`src/include/dsg_pkg.sv`:
```
/*
 * Package for the demodulator sync and gain configuration bank.
 * Assumes a plain register port with 8-bit data, one register per address.
 */
package dsg_pkg;
  localparam int ADDR_W = 6;
  localparam int DATA_W = 8;
  localparam logic [5:0] BIT_SYNC_CONFIG_ADDR = 6'h1a;
  localparam logic [5:0] GAIN_CONTROL_LIMITS_ADDR = 6'h1b;
  localparam logic [7:0] BIT_SYNC_CONFIG_RESET = 8'h6c;
  localparam logic [7:0] GAIN_CONTROL_LIMITS_RESET = 8'h03;
  localparam logic [7:0] UNMAPPED_READ = 8'h00;
  // Bit sync config fields
  localparam int PRE_KI_LSB = 6;
  localparam int PRE_KP_LSB = 4;
  localparam int POST_KI_BIT = 3;
  localparam int POST_KP_BIT = 2;
  localparam int LIMIT_LSB = 0;
  // Gain control limit fields
  localparam int DIG_CEIL_LSB = 6;
  localparam int FE_CEIL_LSB = 3;
  localparam int AMP_TGT_LSB = 0;
  // Gains are given in half steps of the base gain: 2 means 1x base
  localparam int GAIN_W = 4;
  localparam logic [3:0] GAIN_HALF = 4'h1;
  localparam logic [3:0] GAIN_ONE = 4'h2;
  // Rate limit in units of 1/32 percent: 3.125 % = 100
  localparam int LIMIT_W = 9;
  localparam logic [8:0] LIMIT_NONE = 9'h000;
  localparam logic [8:0] LIMIT_3P125 = 9'h064;
  localparam logic [8:0] LIMIT_6P25 = 9'h0c8;
  localparam logic [8:0] LIMIT_12P5 = 9'h190;
  // Front-end backoff in tenths of a dB
  localparam int BACKOFF_W = 8;
  localparam logic [7:0] FE_BACKOFF_0 = 8'h00;
  localparam logic [7:0] FE_BACKOFF_1 = 8'h1a;
  localparam logic [7:0] FE_BACKOFF_2 = 8'h3d;
  localparam logic [7:0] FE_BACKOFF_3 = 8'h4a;
  localparam logic [7:0] FE_BACKOFF_4 = 8'h5c;
  localparam logic [7:0] FE_BACKOFF_5 = 8'h73;
  localparam logic [7:0] FE_BACKOFF_6 = 8'h92;
  localparam logic [7:0] FE_BACKOFF_7 = 8'hab;
  // Amplitude target in dB
  localparam int TARGET_W = 6;
  localparam logic [5:0] TGT_DB_0 = 6'h18;
  localparam logic [5:0] TGT_DB_1 = 6'h1b;
  localparam logic [5:0] TGT_DB_2 = 6'h1e;
  localparam logic [5:0] TGT_DB_3 = 6'h21;
  localparam logic [5:0] TGT_DB_4 = 6'h24;
  localparam logic [5:0] TGT_DB_5 = 6'h26;
  localparam logic [5:0] TGT_DB_6 = 6'h28;
  localparam logic [5:0] TGT_DB_7 = 6'h2a;
endpackage : dsg_pkg

```
`src/rtl/dsg_config.sv`:
```
/*
 * Register bank for clock-recovery loop gains and gain-control limits.
 * Assumes a same-clock register master and a sync-found level from the
 * demodulator on the same clock.
 */
`timescale 1ns/1ps
`default_nettype none
module dsg_config
  import dsg_pkg::*;
(
  // Clock and reset
  input wire logic clk,
  input wire logic reset_n,
  // Register port
  input wire logic [ADDR_W-1:0] reg_addr,
  input wire logic [DATA_W-1:0] reg_wdata,
  input wire logic reg_write,
  input wire logic reg_read,
  output logic [DATA_W-1:0] reg_rdata,
  // Demodulator status
  input wire logic sync_found,
  // Clock recovery settings
  output logic [GAIN_W-1:0] integral_gain,
  output logic [GAIN_W-1:0] proportional_gain,
  output logic rate_comp_enable,
  output logic [LIMIT_W-1:0] rate_offset_limit,
  // Gain control settings
  output logic [1:0] digital_gain_ceiling,
  output logic [BACKOFF_W-1:0] front_end_backoff,
  output logic [TARGET_W-1:0] amplitude_target_db
);
  typedef struct packed {
    logic [DATA_W-1:0] bsync;
    logic [DATA_W-1:0] limits;
    logic [DATA_W-1:0] rdata;
    logic [GAIN_W-1:0] ki;
    logic [GAIN_W-1:0] kp;
  } dsg_state_t;

  dsg_state_t s_q;
  dsg_state_t s_d;

  // Pre-sync code n gives (n+1) times base, in half-base units
  function automatic logic [GAIN_W-1:0] pre_gain(input logic [1:0] code);
    pre_gain = GAIN_W'({code, 1'b0}) + GAIN_ONE;
  endfunction : pre_gain

  function automatic logic [DATA_W-1:0] read_mux(
    input logic [ADDR_W-1:0] a, input dsg_state_t s);
    if (a == BIT_SYNC_CONFIG_ADDR) begin
      read_mux = s.bsync;
    end else if (a == GAIN_CONTROL_LIMITS_ADDR) begin
      read_mux = s.limits;
    end else begin
      read_mux = UNMAPPED_READ;
    end
  endfunction : read_mux

  logic [1:0] limit_code;

  always_comb begin
    s_d = s_q;
    if (reg_write && reg_addr == BIT_SYNC_CONFIG_ADDR) begin
      s_d.bsync = reg_wdata;
    end
    if (reg_write && reg_addr == GAIN_CONTROL_LIMITS_ADDR) begin
      s_d.limits = reg_wdata;
    end
    s_d.rdata = reg_read ? read_mux(reg_addr, s_q) : s_q.rdata;
    // Gains follow the written register the very next cycle
    if (!sync_found) begin
      s_d.ki = pre_gain(s_d.bsync[PRE_KI_LSB +: 2]);
      s_d.kp = pre_gain(s_d.bsync[PRE_KP_LSB +: 2]);
    end else begin
      s_d.ki = s_d.bsync[POST_KI_BIT] ? GAIN_HALF
        : pre_gain(s_d.bsync[PRE_KI_LSB +: 2]);
      s_d.kp = s_d.bsync[POST_KP_BIT] ? GAIN_ONE
        : pre_gain(s_d.bsync[PRE_KP_LSB +: 2]);
    end
  end

  always_ff @(posedge clk or negedge reset_n) begin
    if (!reset_n) begin
      s_q.bsync <= BIT_SYNC_CONFIG_RESET;
      s_q.limits <= GAIN_CONTROL_LIMITS_RESET;
      s_q.rdata <= UNMAPPED_READ;
      s_q.ki <= GAIN_ONE + GAIN_ONE;
      s_q.kp <= GAIN_ONE + GAIN_ONE + GAIN_ONE;
    end else begin
      s_q <= s_d;
    end
  end

  assign reg_rdata = s_q.rdata;
  assign integral_gain = s_q.ki;
  assign proportional_gain = s_q.kp;
  assign limit_code = s_q.bsync[LIMIT_LSB +: 2];
  assign rate_comp_enable = (limit_code != 2'b00);

  always_comb begin
    unique case (limit_code)
      2'b00: rate_offset_limit = LIMIT_NONE;
      2'b01: rate_offset_limit = LIMIT_3P125;
      2'b10: rate_offset_limit = LIMIT_6P25;
      2'b11: rate_offset_limit = LIMIT_12P5;
    endcase
  end

  // Decode of ceilings and target
  dsg_gain_decode u_gain_decode (
    .limits(s_q.limits),
    .digital_gain_ceiling(digital_gain_ceiling),
    .front_end_backoff(front_end_backoff),
    .amplitude_target_db(amplitude_target_db)
  );

  // Register port behaviour
  AST_WRITE_READBACK: assert property (
    @(posedge clk) disable iff (!reset_n)
    reg_write && reg_addr == BIT_SYNC_CONFIG_ADDR ##1
    reg_read && reg_addr == BIT_SYNC_CONFIG_ADDR
    |=> reg_rdata == $past(reg_wdata, 2))
    else $error("Bit sync readback mismatch");
  AST_LIMITS_READBACK: assert property (
    @(posedge clk) disable iff (!reset_n)
    reg_read && reg_addr == GAIN_CONTROL_LIMITS_ADDR
    |=> reg_rdata == $past(s_q.limits))
    else $error("Gain limits readback mismatch");
  AST_UNMAPPED_READ: assert property (
    @(posedge clk) disable iff (!reset_n)
    reg_read && reg_addr != BIT_SYNC_CONFIG_ADDR
    && reg_addr != GAIN_CONTROL_LIMITS_ADDR |=> reg_rdata == UNMAPPED_READ)
    else $error("Unmapped read not zero");
  AST_RDATA_HOLD: assert property (
    @(posedge clk) disable iff (!reset_n)
    !reg_read |=> $stable(reg_rdata))
    else $error("Read data changed without a read");
  // Loop gains after sync
  AST_POST_KI: assert property (
    @(posedge clk) disable iff (!reset_n)
    sync_found && s_d.bsync[POST_KI_BIT] |=> integral_gain == GAIN_HALF)
    else $error("Post-sync integral gain not half base");
  AST_POST_KI_SAME: assert property (
    @(posedge clk) disable iff (!reset_n)
    sync_found && !s_d.bsync[POST_KI_BIT]
    && s_d.bsync[PRE_KI_LSB +: 2] == 2'b00 |=> integral_gain == GAIN_ONE)
    else $error("Post-sync integral gain not pre-sync gain");
  AST_POST_KP: assert property (
    @(posedge clk) disable iff (!reset_n)
    sync_found && s_d.bsync[POST_KP_BIT] |=> proportional_gain == GAIN_ONE)
    else $error("Post-sync proportional gain not base");
  AST_POST_KP_SAME: assert property (
    @(posedge clk) disable iff (!reset_n)
    sync_found && !s_d.bsync[POST_KP_BIT]
    && s_d.bsync[PRE_KP_LSB +: 2] == 2'b11 |=> proportional_gain == 4'h8)
    else $error("Post-sync proportional gain not pre-sync gain");
  // Loop gains before sync, in half-base units
  AST_PRE_KI: assert property (
    @(posedge clk) disable iff (!reset_n)
    !sync_found && s_d.bsync[PRE_KI_LSB +: 2] == 2'b11
    |=> integral_gain == 4'h8)
    else $error("Pre-sync integral gain not four times base");
  AST_PRE_KI_0: assert property (
    @(posedge clk) disable iff (!reset_n)
    !sync_found && s_d.bsync[PRE_KI_LSB +: 2] == 2'b00
    |=> integral_gain == GAIN_ONE)
    else $error("Pre-sync integral gain not base");
  AST_PRE_KI_1: assert property (
    @(posedge clk) disable iff (!reset_n)
    !sync_found && s_d.bsync[PRE_KI_LSB +: 2] == 2'b01
    |=> integral_gain == 4'h4)
    else $error("Pre-sync integral gain not twice base");
  AST_PRE_KI_2: assert property (
    @(posedge clk) disable iff (!reset_n)
    !sync_found && s_d.bsync[PRE_KI_LSB +: 2] == 2'b10
    |=> integral_gain == 4'h6)
    else $error("Pre-sync integral gain not three times base");
  AST_PRE_KP_0: assert property (
    @(posedge clk) disable iff (!reset_n)
    !sync_found && s_d.bsync[PRE_KP_LSB +: 2] == 2'b00
    |=> proportional_gain == GAIN_ONE)
    else $error("Pre-sync proportional gain not base");
  AST_PRE_KP_1: assert property (
    @(posedge clk) disable iff (!reset_n)
    !sync_found && s_d.bsync[PRE_KP_LSB +: 2] == 2'b01
    |=> proportional_gain == 4'h4)
    else $error("Pre-sync proportional gain not twice base");
  AST_PRE_KP_2: assert property (
    @(posedge clk) disable iff (!reset_n)
    !sync_found && s_d.bsync[PRE_KP_LSB +: 2] == 2'b10
    |=> proportional_gain == 4'h6)
    else $error("Pre-sync proportional gain not three times base");
  AST_PRE_KP_3: assert property (
    @(posedge clk) disable iff (!reset_n)
    !sync_found && s_d.bsync[PRE_KP_LSB +: 2] == 2'b11
    |=> proportional_gain == 4'h8)
    else $error("Pre-sync proportional gain not four times base");
  // Rate offset compensation
  AST_NO_COMP: assert property (
    @(posedge clk) disable iff (!reset_n)
    s_q.bsync[LIMIT_LSB +: 2] == 2'b00 |-> !rate_comp_enable
    && rate_offset_limit == LIMIT_NONE)
    else $error("Compensation active with zero limit");
  AST_COMP_ON: assert property (
    @(posedge clk) disable iff (!reset_n)
    limit_code != 2'b00 |-> rate_comp_enable)
    else $error("Compensation off with nonzero limit");
  AST_LIMIT_MAX: assert property (
    @(posedge clk) disable iff (!reset_n)
    reg_write && reg_addr == BIT_SYNC_CONFIG_ADDR
    && reg_wdata[LIMIT_LSB +: 2] == 2'b11 |=> rate_offset_limit == LIMIT_12P5)
    else $error("Limit code 3 not 12.5 percent");
  AST_LIMIT_LOW: assert property (
    @(posedge clk) disable iff (!reset_n)
    limit_code == 2'b01 |-> rate_offset_limit == LIMIT_3P125)
    else $error("Limit code 1 not 3.125 percent");
  AST_LIMIT_MID: assert property (
    @(posedge clk) disable iff (!reset_n)
    limit_code == 2'b10 |-> rate_offset_limit == LIMIT_6P25)
    else $error("Limit code 2 not 6.25 percent");
  // Gain control ceilings
  AST_DIG_CEIL: assert property (
    @(posedge clk) disable iff (!reset_n)
    reg_write && reg_addr == GAIN_CONTROL_LIMITS_ADDR
    |=> digital_gain_ceiling == $past(reg_wdata[DIG_CEIL_LSB +: 2]))
    else $error("Digital ceiling not updated");
  AST_FE_CEIL: assert property (
    @(posedge clk) disable iff (!reset_n)
    reg_write && reg_addr == GAIN_CONTROL_LIMITS_ADDR
    && reg_wdata[FE_CEIL_LSB +: 3] == 3'h4 |=> front_end_backoff == FE_BACKOFF_4)
    else $error("Front-end ceiling code 4 wrong");
  AST_FE_0: assert property (
    @(posedge clk) disable iff (!reset_n)
    s_q.limits[FE_CEIL_LSB +: 3] == 3'h0 |-> front_end_backoff == FE_BACKOFF_0)
    else $error("Front-end ceiling code 0 not full gain");
  AST_FE_1: assert property (
    @(posedge clk) disable iff (!reset_n)
    s_q.limits[FE_CEIL_LSB +: 3] == 3'h1 |-> front_end_backoff == FE_BACKOFF_1)
    else $error("Front-end ceiling code 1 wrong");
  AST_FE_2: assert property (
    @(posedge clk) disable iff (!reset_n)
    s_q.limits[FE_CEIL_LSB +: 3] == 3'h2 |-> front_end_backoff == FE_BACKOFF_2)
    else $error("Front-end ceiling code 2 wrong");
  AST_FE_3: assert property (
    @(posedge clk) disable iff (!reset_n)
    s_q.limits[FE_CEIL_LSB +: 3] == 3'h3 |-> front_end_backoff == FE_BACKOFF_3)
    else $error("Front-end ceiling code 3 wrong");
  AST_FE_5: assert property (
    @(posedge clk) disable iff (!reset_n)
    s_q.limits[FE_CEIL_LSB +: 3] == 3'h5 |-> front_end_backoff == FE_BACKOFF_5)
    else $error("Front-end ceiling code 5 wrong");
  AST_FE_6: assert property (
    @(posedge clk) disable iff (!reset_n)
    s_q.limits[FE_CEIL_LSB +: 3] == 3'h6 |-> front_end_backoff == FE_BACKOFF_6)
    else $error("Front-end ceiling code 6 wrong");
  AST_FE_7: assert property (
    @(posedge clk) disable iff (!reset_n)
    s_q.limits[FE_CEIL_LSB +: 3] == 3'h7 |-> front_end_backoff == FE_BACKOFF_7)
    else $error("Front-end ceiling code 7 wrong");
  // Amplitude target
  AST_TARGET: assert property (
    @(posedge clk) disable iff (!reset_n)
    reg_write && reg_addr == GAIN_CONTROL_LIMITS_ADDR
    && reg_wdata[AMP_TGT_LSB +: 3] == 3'h7 |=> amplitude_target_db == TGT_DB_7)
    else $error("Amplitude target code 7 wrong");
  AST_TGT_0: assert property (
    @(posedge clk) disable iff (!reset_n)
    s_q.limits[AMP_TGT_LSB +: 3] == 3'h0 |-> amplitude_target_db == TGT_DB_0)
    else $error("Amplitude target code 0 wrong");
  AST_TGT_1: assert property (
    @(posedge clk) disable iff (!reset_n)
    s_q.limits[AMP_TGT_LSB +: 3] == 3'h1 |-> amplitude_target_db == TGT_DB_1)
    else $error("Amplitude target code 1 wrong");
  AST_TGT_2: assert property (
    @(posedge clk) disable iff (!reset_n)
    s_q.limits[AMP_TGT_LSB +: 3] == 3'h2 |-> amplitude_target_db == TGT_DB_2)
    else $error("Amplitude target code 2 wrong");
  AST_TGT_3: assert property (
    @(posedge clk) disable iff (!reset_n)
    s_q.limits[AMP_TGT_LSB +: 3] == 3'h3 |-> amplitude_target_db == TGT_DB_3)
    else $error("Amplitude target code 3 wrong");
  AST_TGT_4: assert property (
    @(posedge clk) disable iff (!reset_n)
    s_q.limits[AMP_TGT_LSB +: 3] == 3'h4 |-> amplitude_target_db == TGT_DB_4)
    else $error("Amplitude target code 4 wrong");
  AST_TGT_5: assert property (
    @(posedge clk) disable iff (!reset_n)
    s_q.limits[AMP_TGT_LSB +: 3] == 3'h5 |-> amplitude_target_db == TGT_DB_5)
    else $error("Amplitude target code 5 wrong");
  AST_TGT_6: assert property (
    @(posedge clk) disable iff (!reset_n)
    s_q.limits[AMP_TGT_LSB +: 3] == 3'h6 |-> amplitude_target_db == TGT_DB_6)
    else $error("Amplitude target code 6 wrong");
endmodule : dsg_config
`default_nettype wire

```
`src/rtl/dsg_gain_decode.sv`:
```
/*
 * Decodes the gain-control limit register into datapath values.
 * Assumes the register value is a stable flop output on the same clock.
 */
`timescale 1ns/1ps
`default_nettype none
module dsg_gain_decode
  import dsg_pkg::*;
(
  // Register value
  input wire logic [DATA_W-1:0] limits,
  // Decoded settings
  output logic [1:0] digital_gain_ceiling,
  output logic [BACKOFF_W-1:0] front_end_backoff,
  output logic [TARGET_W-1:0] amplitude_target_db
);
  logic [2:0] fe_code;
  logic [2:0] tgt_code;

  assign fe_code = limits[FE_CEIL_LSB +: 3];
  assign tgt_code = limits[AMP_TGT_LSB +: 3];
  assign digital_gain_ceiling = limits[DIG_CEIL_LSB +: 2];

  always_comb begin
    unique case (fe_code)
      3'h0: front_end_backoff = FE_BACKOFF_0;
      3'h1: front_end_backoff = FE_BACKOFF_1;
      3'h2: front_end_backoff = FE_BACKOFF_2;
      3'h3: front_end_backoff = FE_BACKOFF_3;
      3'h4: front_end_backoff = FE_BACKOFF_4;
      3'h5: front_end_backoff = FE_BACKOFF_5;
      3'h6: front_end_backoff = FE_BACKOFF_6;
      3'h7: front_end_backoff = FE_BACKOFF_7;
    endcase
  end

  always_comb begin
    unique case (tgt_code)
      3'h0: amplitude_target_db = TGT_DB_0;
      3'h1: amplitude_target_db = TGT_DB_1;
      3'h2: amplitude_target_db = TGT_DB_2;
      3'h3: amplitude_target_db = TGT_DB_3;
      3'h4: amplitude_target_db = TGT_DB_4;
      3'h5: amplitude_target_db = TGT_DB_5;
      3'h6: amplitude_target_db = TGT_DB_6;
      3'h7: amplitude_target_db = TGT_DB_7;
    endcase
  end
endmodule : dsg_gain_decode
`default_nettype wire

```
`config.mk`:
```
export PLATFORM = sky130hd
export DESIGN_NAME = dsg_config
export DESIGN_NICKNAME = d
export VERILOG_FILES = /design/src/include/dsg_pkg.sv /design/src/rtl/dsg_config.sv /design/src/rtl/dsg_gain_decode.sv
export SDC_FILE = /design/constraint.sdc
export NUM_CORES = 1
export LEC_CHECK = 0
export ABC_AREA = 1
export BUFFER_PORTS_ARGS = -buffer_cell sky130_fd_sc_hd__buf_2
export CAP_MARGIN = 10
export CORE_UTILIZATION = 36
export CTS_CLUSTER_DIAMETER = 200
export CTS_CLUSTER_SIZE = 20
export DETAILED_ROUTE_END_ITERATION = 10
export GPL_ROUTABILITY_DRIVEN = 1
export PLACE_DENSITY_LB_ADDON = 0.12
export SLEW_MARGIN = 10
export SYNTH_ARGS = -nofsm -noshare
export SYNTH_HDL_FRONTEND = slang
export SYNTH_SLANG_ARGS = --single-unit
```
`constraint.sdc`:
```
create_clock -name clk -period 3.2 [get_ports clk]
set_clock_uncertainty 0.05 [all_clocks]
set_input_delay 0.8 -clock clk [delete_from_list [all_inputs] [get_ports clk]]
set_output_delay 0.8 -clock clk [all_outputs]
set_load 0.01 [all_outputs]
```
---- Word level (Yosys, flattened, before mapping) ----
Memory sizes are Yosys's and may differ from the RTL's.
Index checks and enable logic that the tools add are counted.
word-level totals
  flip-flop bits (word level) ............. 32
  ROM bits ................................ 112
  bits of input ports ..................... 19
  output and inout bits ................... 42
  word-level logic and storage cells ...... 26
  memories kept ........................... 2
memories
  name             depth  width  rd ports  clocked after memory_dff  write ports  line                   source
  (no name shown)  8      8      1         0                         0            dsg_gain_decode.sv:25  unique case (fe_code)
  (no name shown)  8      6      1         0                         0            dsg_gain_decode.sv:38  unique case (tgt_code)
cells by class
  add/subtract/negate cells ............... 2
  equality and inequality tests ........... 5
  mux-type cells .......................... 7
  reductions and logical operators ........ 4
operators with widths
  kind                                                                   number
  9-bit one-hot mux with 4 select lines                                  1
  8-bit two-way mux                                                      4
  6-bit by 5-bit equality test with 1-bit output, second input constant  2
  3-bit by 2-bit adder with 4-bit output, second input constant          2
  4-bit two-way mux                                                      2
  2-bit equality test, second input constant                             2
  2-bit by 1-bit equality test with 1-bit output, second input constant  1
  1-bit logical AND                                                      2
  2-bit logical NOT                                                      1
  2-bit nonzero test                                                     1

---- Logic depth before layout (Yosys ltp) ----
Gate-level depths: netlist of the first run.
  depth after elaboration ................. 6
  gate-level depth with buffers ........... 10
  depth with buffers taken out ............ 10

---- Modules after synthesis ----
A second synthesis of the first run with hierarchy kept.
second synthesis, totals
  cell total of the unflattened synthesis .. 231
  area, all modules ....................... 1923.1 sq um
modules (own cells, without submodules)
  module           times used  cells each  area an instance (sq um)  sequential area each (sq um)
  dsg_config       1           180         1634.1                    787.0
  dsg_gain_decode  1           51          289.0                     0.0

---- Least setup slack after synthesis of the first run ----
No wires, ideal clock.
  kind .................................... register to output
  from .................................... reg, netlist name s_q[16]
  to ...................................... out amplitude_target_db[1]
  arrival time ............................ 1.149 ns
  required time ........................... 2.350 ns
  slack ................................... 1.201 ns
  stages on the path, launching flop included .. 4
  path buffers ............................ 0
  path through ............................ dfstp_2 -> inv_1 -> ha_1 -> o21ai_0
between the ends
  longest elaborated chain between the ends .. 1
ends and longest elaborated chain
  item              line              source
  memory 8 x 6 bit  -
  end: declaration  dsg_config.sv:30  output logic [TARGET_W-1:0] amplitude_target_db
No other way between the ends.

---- Worst setup path after layout of the first run ----
  from .................................... reg, netlist name s_q[16]
  to ...................................... out amplitude_target_db[1]
between the ends
  longest elaborated chain between the ends .. 1
ends and longest elaborated chain
  item
  memory 8 x 6 bit
No other way between the ends.

==> metrics.yaml, run 1 <==
power:
  ir_drop_mv: 0.185
  p_seq_frac: 0.438
  p_sw_mw: 0.367
  pwr-share-comb: 0.285
  power.switching_fraction: 0.327
  p_leak_nw: 1.19
  intPower_mw: 0.756
  pwr-share-clk: 0.276
  power.density_mw_per_mm2: 535
yosys:
  avgSynthCellArea_um2: 8.43
  synth_cells: 216
  ys_seq_elements: 31
  ys_warn_count: 0
  synth-seq-area-share: 0.432
  synthFlopType: "dfrtp_1"
  syn_area_mm2: 0.00182
  ys_types: 25
  synth_edf_count: 0
  async_flop_share: 1.00
timing:
  min_period_over_period: 0.727
  finalHoldViolCount: 0
  slew-limit-headroom: 0.533
  finalSetupTns_ns: 0
  period_minus_slack_ns: 2.33
  maxSlewViolCount: 0
  setup_violations: 0
  fmax_mhz: 430
  tightest_slew_ns: 0.701
  rsz0062_at_grt: "false"
  holdWs_ns: 0.429
global_routing:
  overflow: 0
  met1_usage: 0.219
  top_usage_layer: "met1"
  grt.total_usage: 0.151
  grt_pass1_vias: 1258
  grtUsageMet2: 0.216
  grt_pass1_wl_um: 6000
  met3_usage: 0.0442
  grt_max_degree: 32
  antenna_found_initial: 0
critical_path:
  critPathLaunchType: "register"
  crit_start: "s_q[16]"
  cp_max_fo: 4
  crit_slowest_cell: "dfstp_2"
  arrival_ns: 1.48
  required_ns: 2.35
  critical_path_class: "register to output port"
  r2r_start: "s_q[30]"
  cp_slowest_stage_delay_ns: 0.55
  cp-end-kind: "output port"
  cp_cell_sequence: "inv_1 -> ha_1 -> o21ai_0 -> buf_2"
floorplan:
  num_io_pins: 61
  dieArea_mm2: 0.00535
  rows: 25
  core_area_mm2: 0.00479
  die_h_um: 73.1
  fp.dieW_um: 73.1
  initial_core_util: 0.380
clock_tree:
  htreeDepth: 2
  clkSlewWorstSetupHoldPaths_ns: 0.06
  post_cts_resized: 0
  cts-buffers-inserted: 5
  cts-root-buf: "clkbuf_8"
  cts_tree: "built"
  insertion_delay_ns: 0.28
  hold_buffers: 0
  cts.sinks: 31
  max-clock-path-buffers: 2
  cts_setup_buffers: 0
flow_run:
  maxCapViolations: 0
finish:
  layout_common_cells: "buf_2, nand2_1, inv_1"
  n_antenna_cell: 0
  synthToLayoutAreaGrowth_pct: 15.2
  fillers: 498
  post-route-util: 0.438
  num-nets-final: 288
  mostFrequentLayoutCell: "buf_2"
  layout-drive-gt1-share: 0.323
route:
  drt_first_pass_iters: 4
  drc: 0
  vias_per_cell: 4.34
  wire_per_inst_um: 11.4
  vias: 1406
  first_iter_violations: 52
  ant_nets: 0
  drt_wl_total_um: 3680
min_path:
  hold_path_class: "register to register"
  worstHoldStart: "reg_rdata[0]"
placement:
  gp_congestion: 0.755
  dp.final_hpwl_um: 2940
  io_buffer_count: 57
run_status:
  status: "complete, no violations"
## power by group through the flow
stage / logic [mW] / registers [mW] / clock network, mW
3_3_place_gp: 0.326 / 0.500 / 0
6_report: 0.320 / 0.492 / 0.310
5_1_grt: 0.363 / 0.500 / 0.336
2_1_floorplan: 0.240 / 0.484 / 0
4_1_cts: 0.327 / 0.493 / 0.323
3_5_place_dp: 0.325 / 0.500 / 0
## per-layer routing
layer	routed length (um)	vias to the layer above
met5	0	-
li1	-	728
met4	38	0
met3	216	6
met2	1580	47
met1	1850	625
## stage by stage
step / power (mW) / setup slack (ns) / instance area (um^2) / std cells
after floorplan: 0.723 / 1.20 / 1830 / 218
after global placement: 0.826 / 1.09 / 2010 / 316
after detailed placement: 0.825 / 1.04 / 2010 / 316
after CTS: 1.14 / 0.854 / 2100 / 324
after global routing: 1.20 / 0.795 / 2100 / 324
final: 1.12 / 0.874 / 2100 / 324
## critical path: cells and delay by family, from the launching register on
kind            cells  cell delay [ns]
flops               1             0.55
fa+ha+maj           1             0.28
buf+inv             2             0.23
compound gates      1             0.14
## worst paths after layout
kind	end	slack (ns)	cells after the start
setup / recovery	amplitude_target_db[1]	0.87	4
hold / removal	reg_rdata[0]	0.43	2
setup reg to reg	integral_gain[2]	1.99	7
hold reg to reg	reg_rdata[0]	0.43	2
max in group asynchronous	reg_rdata[2]	2.13	1
min in group asynchronous	integral_gain[0]	0.52	1
## sequential cells by signal, indices dropped and copies added (netlist names)
register and cells:
reg_rdata 8, limit_code 2, s_q 14, integral_gain 4
proportional_gain 3
## cells by family after synthesis
group / synth area share
buffers and inverters: 0.168
and+or+nand+nor: 0.234
muxes: 0.00550
adders and majority gates: 0.0893
AOI/OAI and AO/OA: 0.0694
DFF: 0.432
other: 0.00206
## area by class of cell
type / count / area (um^2) / area share
sequential: 31 / 787 / 0.375
multi-input combinational: 131 / 736 / 0.351
timing repair buffer: 57 / 285 / 0.136
inverter: 30 / 114 / 0.0543
clock buffer: 7 / 86.3 / 0.0412
tap: 67 / 83.8 / 0.0400
clock inverter: 1 / 5.00 / 0.00239
## cells in the mapped netlist (all sizes together) (3+ instances only)
cell / number / area (um^2)
ha: 13 / 163
dfrtp: 22 / 551
nand4: 3 / 18.8
a31oi: 5 / 31.3
nor2: 20 / 103
nand3: 13 / 82.6
buf: 24 / 184
o21ai: 16 / 80.1
dfstp: 9 / 236
inv: 29 / 109
nand2: 52 / 203
Note: power is estimated with default switching activity, not from simulation.
==> inputs of run 2 (changes only) <==
- clock period: 3.2 -> 2.36 ns (I/O delays scaled with it)
==> run 2 against run 1 <==
Against the previous run: combinational power grew 37%; sequential power is 35% higher; critical path depth did not move; wire length increased by 2.6%; clock power rose by 37%; largest power group unchanged.
==> metrics.yaml, run 2 (synthesis gave the netlist of run 1 again) <==
run_status:
  status: "complete, no violations"
clock_tree:
  cts_setup_buffers: 0
  insertion_delay_ns: 0.28
  hold_buffers: 0
  clkSlewWorstSetupHoldPaths_ns: 0.06
  cts-buffers-inserted: 5
  max-clock-path-buffers: 2
  cts-root-buf: "clkbuf_8"
  cts.sinks: 31
  cts_tree: "built"
  htreeDepth: 2
  post_cts_resized: 0
global_routing:
  grt.total_usage: 0.160
  antenna_found_initial: 0
  grt_max_degree: 32
  overflow: 0
  grt_pass1_wl_um: 6270
  grt_pass1_vias: 1317
finish:
  synthToLayoutAreaGrowth_pct: 15.8
  multi_input_area_um2: 736
  layout-drive-gt1-share: 0.329
  largest_register_ffs: 14
  regMostFlops: "s_q"
  design_area_mm2: 0.00211
  mostFrequentLayoutCell: "buf_2"
  layout_common_cells: "buf_2, nand2_1, inv_1"
  seqCellArea_um2: 787
  num-nets-final: 290
  fillers: 505
  n_antenna_cell: 0
  post-route-util: 0.441
  final_cells: 325
timing:
  finalHoldViolCount: 0
  tightest_slew_ns: 0.697
  rsz0062_at_grt: "false"
  setup_violations: 0
  fmax_mhz: 472
  maxSlewViolCount: 0
  setup_ws_ns: 0.243
  finalSetupTns_ns: 0
  min_period_over_period: 0.897
  slew-limit-headroom: 0.535
  holdWs_ns: 0.299
  period_minus_slack_ns: 2.12
critical_path:
  critPathLaunchType: "register"
  cp_slowest_stage_delay_ns: 0.55
  cp-end-kind: "output port"
  cp_cell_sequence: "inv_1 -> ha_1 -> o21ai_0 -> buf_2"
  crit_slowest_cell: "dfstp_2"
  cp_num_buf_inv: 2
  r2r_start: "s_q[30]"
  cp_max_fo: 4
  crit_start: "s_q[16]"
  arrival_ns: 1.48
  critical_path_class: "register to output port"
  required_ns: 1.72
  cp_top_family: "flip-flops"
power:
  p_sw_mw: 0.509
  ir_drop_mv: 0.281
  fin_total_pwr_mw: 1.53
  pwr-share-clk: 0.278
  p_seq_frac: 0.435
  power.density_mw_per_mm2: 725
  intPower_mw: 1.02
  p_leak_nw: 1.20
  pwr-share-comb: 0.287
  power.switching_fraction: 0.333
placement:
  gp_congestion: 0.791
  pre_cts_slack_ns: 0.407
  place_area_mm2: 0.00202
  io_buffer_count: 57
  dp.final_hpwl_um: 2940
  placed_cells: 318
floorplan:
  core_area_mm2: 0.00479
  initial_core_util: 0.380
  rows: 25
  fp.dieW_um: 73.1
  die_h_um: 73.1
  num_io_pins: 61
  dieArea_mm2: 0.00535
min_path:
  hold_path_class: "primary input to async pin"
route:
  drc: 0
  vias_per_cell: 4.35
  wire_per_inst_um: 11.6
  vias: 1414
  drt_wl_total_um: 3780
  ant_nets: 0
  first_iter_violations: 62
  drt_first_pass_iters: 4
flow_run:
  maxCapViolations: 0
## run 2: changes by cell type in the layout (fill, tap and decap cells not counted)
cell and delta:
buf_4 +2, clkbuf_1 -1
## run 2: final cells by class
cell class	count	share of cell area
Sequential cell	31	0.373
Multi-Input combinational cell	131	0.349
Timing Repair Buffer	59	0.142
Inverter	30	0.0540
Tap cell	67	0.0398
Clock buffer	6	0.0392
Clock inverter	1	0.00237
## run 2: power by group through the flow
stage	logic, mW	registers [mW]	clock network [mW]
6_report	0.438	0.666	0.425
5_1_grt	0.498	0.676	0.466
4_1_cts	0.447	0.667	0.441
3_5_place_dp	0.446	0.676	0
3_3_place_gp	0.445	0.678	0
2_1_floorplan	0.325	0.656	0
## run 2: per-layer routing
metal	vias to the layer above	part of all wire	GRT usage
met5	-	0	0
met3	7	0.049	0.0414
met1	626	0.51	0.225
li1	732	-	-
met2	49	0.42	0.234
met4	0	0.016	0.0654
## run 2: path summary, 6_finish.rpt
kind / to / slack, ns / depth (start not counted)
min: integral_gain[0] / 0.30 / 1
max: amplitude_target_db[1] / 0.24 / 4
min in group clk: reg_rdata[6] / 0.42 / 2
max in group asynchronous: s_q[21] / 1.52 / 1
min reg2reg: reg_rdata[6] / 0.42 / 2
max reg2reg: integral_gain[2] / 1.16 / 7
## run 2: worst reg2reg max path, delay by kind of cell (launching register included)
family / cells / cell delay [ns]
flip-flops: 1 / 0.51
adder cells (fa/ha/maj): 1 / 0.22
AND/OR/NAND/NOR: 3 / 0.20
buffers and inverters: 3 / 0.17
==> inputs of run 3 (changes only) <==
- CORE_UTILIZATION: 36 -> 51
- SYNTH_HIERARCHICAL: not set -> 1
==> run 3 against run 2 <==
Against the previous run: non-clock buffer count stayed put; worst setup slack worse by 0.043 ns; synthesized area is 5.6% higher; critical path type unchanged; largest cell class is now multi-input combinational cells.
==> metrics.yaml, run 3 <==
clock_tree:
  cts_tree: "built"
  insertion_delay_ns: 0.28
  max-clock-path-buffers: 2
  cts.sinks: 31
  hold_buffers: 0
  cts-buffers-inserted: 5
  post_cts_resized: 0
  htreeDepth: 2
  clkSlewWorstSetupHoldPaths_ns: 0.06
  cts_setup_buffers: 0
  cts-root-buf: "clkbuf_8"
timing:
  period_minus_slack_ns: 2.16
  finalHoldViolCount: 0
  tightest_slew_ns: 0.690
  setup_violations: 0
  maxSlewViolCount: 0
  finalSetupTns_ns: 0
  min_period_over_period: 0.915
  setup_ws_ns: 0.200
  fmax_mhz: 463
  slew-limit-headroom: 0.540
  rsz0062_at_grt: "false"
finish:
  fillers: 318
  regMostFlops: "s_q"
  multi_input_area_um2: 797
  num-nets-final: 302
  synthToLayoutAreaGrowth_pct: 13.3
  layout_common_cells: "nand2_1, buf_2, inv_1"
  n_antenna_cell: 0
  seqCellArea_um2: 787
  layout-drive-gt1-share: 0.337
  mostFrequentLayoutCell: "nand2_1"
  largest_register_ffs: 14
critical_path:
  cp_cell_sequence: "inv_1 -> ha_1 -> o21ai_0 -> buf_2"
  cp_top_family: "flip-flops"
  required_ns: 1.72
  cp-end-kind: "output port"
  arrival_ns: 1.52
  critPathLaunchType: "register"
  cp_max_fo: 6
  r2r_setup_slack_ns: 1.15
  critical_path_class: "register to output port"
  crit_cells: 4
  crit_slowest_cell: "dfstp_2"
  cp_slowest_stage_delay_ns: 0.59
  cp_num_buf_inv: 2
  r2r_cells: 7
yosys:
  synth-seq-area-share: 0.409
  syn_area_mm2: 0.00192
  synth_top_area_share: 0.286
  yosysTopAreaCell: "dfrtp_1"
  ys_top_cells_by_count: "nand2_1, inv_1, buf_4"
  synth.area.top_cells: "dfrtp_1, dfstp_2, nand2_1"
  synth_cells: 231
  ys_warn_count: 6
  synthFlopType: "dfrtp_1"
  yosysMostFrequentCell: "nand2_1"
  async_flop_share: 1.00
  ys_types: 27
  avgSynthCellArea_um2: 8.33
  ys_seq_elements: 31
  synth_edf_count: 0
route:
  drt_wl_total_um: 3620
  drt_first_pass_iters: 4
  vias_per_cell: 4.80
  vias: 1517
  wire_per_inst_um: 11.5
  drc: 0
  first_iter_violations: 82
  ant_nets: 0
power:
  ir_drop_mv: 0.495
  power.density_mw_per_mm2: 742
  p_leak_nw: 1.26
flow_run:
  maxCapViolations: 0
placement:
  pre_cts_slack_ns: 0.465
  gp_congestion: 0.823
  io_buffer_count: 57
  dp.final_hpwl_um: 2760
floorplan:
  rows: 21
  core_area_mm2: 0.00347
  initial_core_util: 0.554
  dieArea_mm2: 0.00402
  fp.dieW_um: 63.4
  die_h_um: 63.4
  num_io_pins: 61
global_routing:
  grt_pass1_wl_um: 6200
  grt_max_degree: 32
  grt.total_usage: 0.201
  overflow: 0
  antenna_found_initial: 0
  grt_pass1_vias: 1296
run_status:
  status: "complete, no violations"
min_path:
  hold_path_class: "primary input to async pin"
run 3: changes by cell type after synthesis, moves of 2 or more:
cell	previous run	this run
a31oi_1	5	8
buf_4	23	26
inv_2	0	3
nand2_1	51	59
nand2_2	0	2
nand3_1	11	17
nor2_1	15	10
o21ai_0	15	9
run 3: cell families after synthesis:
| kind of cell | count (synthesis) | share of synthesized area |
|---|---|---|
| AO/OA/AOI/OAI | 20 | 0.0612 |
| buffers and inverters | 62 | 0.180 |
| flip-flops | 31 | 0.409 |
| AND/OR/NAND/NOR | 103 | 0.256 |
| adder cells (fa/ha/maj) | 14 | 0.0911 |
| other | 1 | 0.00195 |
run 3: final timing paths:
check / startpoint / end
min reg2reg: s_q[29] / s_q[29]
max: s_q[16] / amplitude_target_db[1]
max in group asynchronous: reset_n / limit_code[0]
min in group clk: s_q[29] / s_q[29]
max reg2reg: s_q[30] / integral_gain[2]
min: reset_n / reg_rdata[2]
run 3: final cells by class:
class,instances,share of cell area
repair buffers,59,0.138
clock buffers,6,0.0379
well taps,46,0.0264
inverters,32,0.0551
flip-flops and latches,31,0.361
clock inverters,2,0.0161
multi-input cells,140,0.366
run 3: metal layers:
metal  wire length (um)  track usage
met5                  0            0
met4                 37       0.0767
met3                241       0.0543
met2               1540        0.278
met1               1800        0.297
run 3: through the flow:
step                      total power, mW  area [um^2]  hold slack (ns)  instances   util
final                                1.62         2180            0.301        316  0.628
after global routing                 1.72         2180            0.344        316  0.628
after CTS                            1.63         2180            0.320        316  0.628
after detailed placement             1.09         2060            0.451        308  0.595
after global placement               1.09         2060            0.452        308  0.595
after floorplan                     0.986         1930            0.244        233      -
run 3: report_power, final:
part           switching (mW)  internal, mW
clock                   0.194         0.341
sequential             0.0659         0.611
combinational           0.234         0.169
total                   0.494          1.12
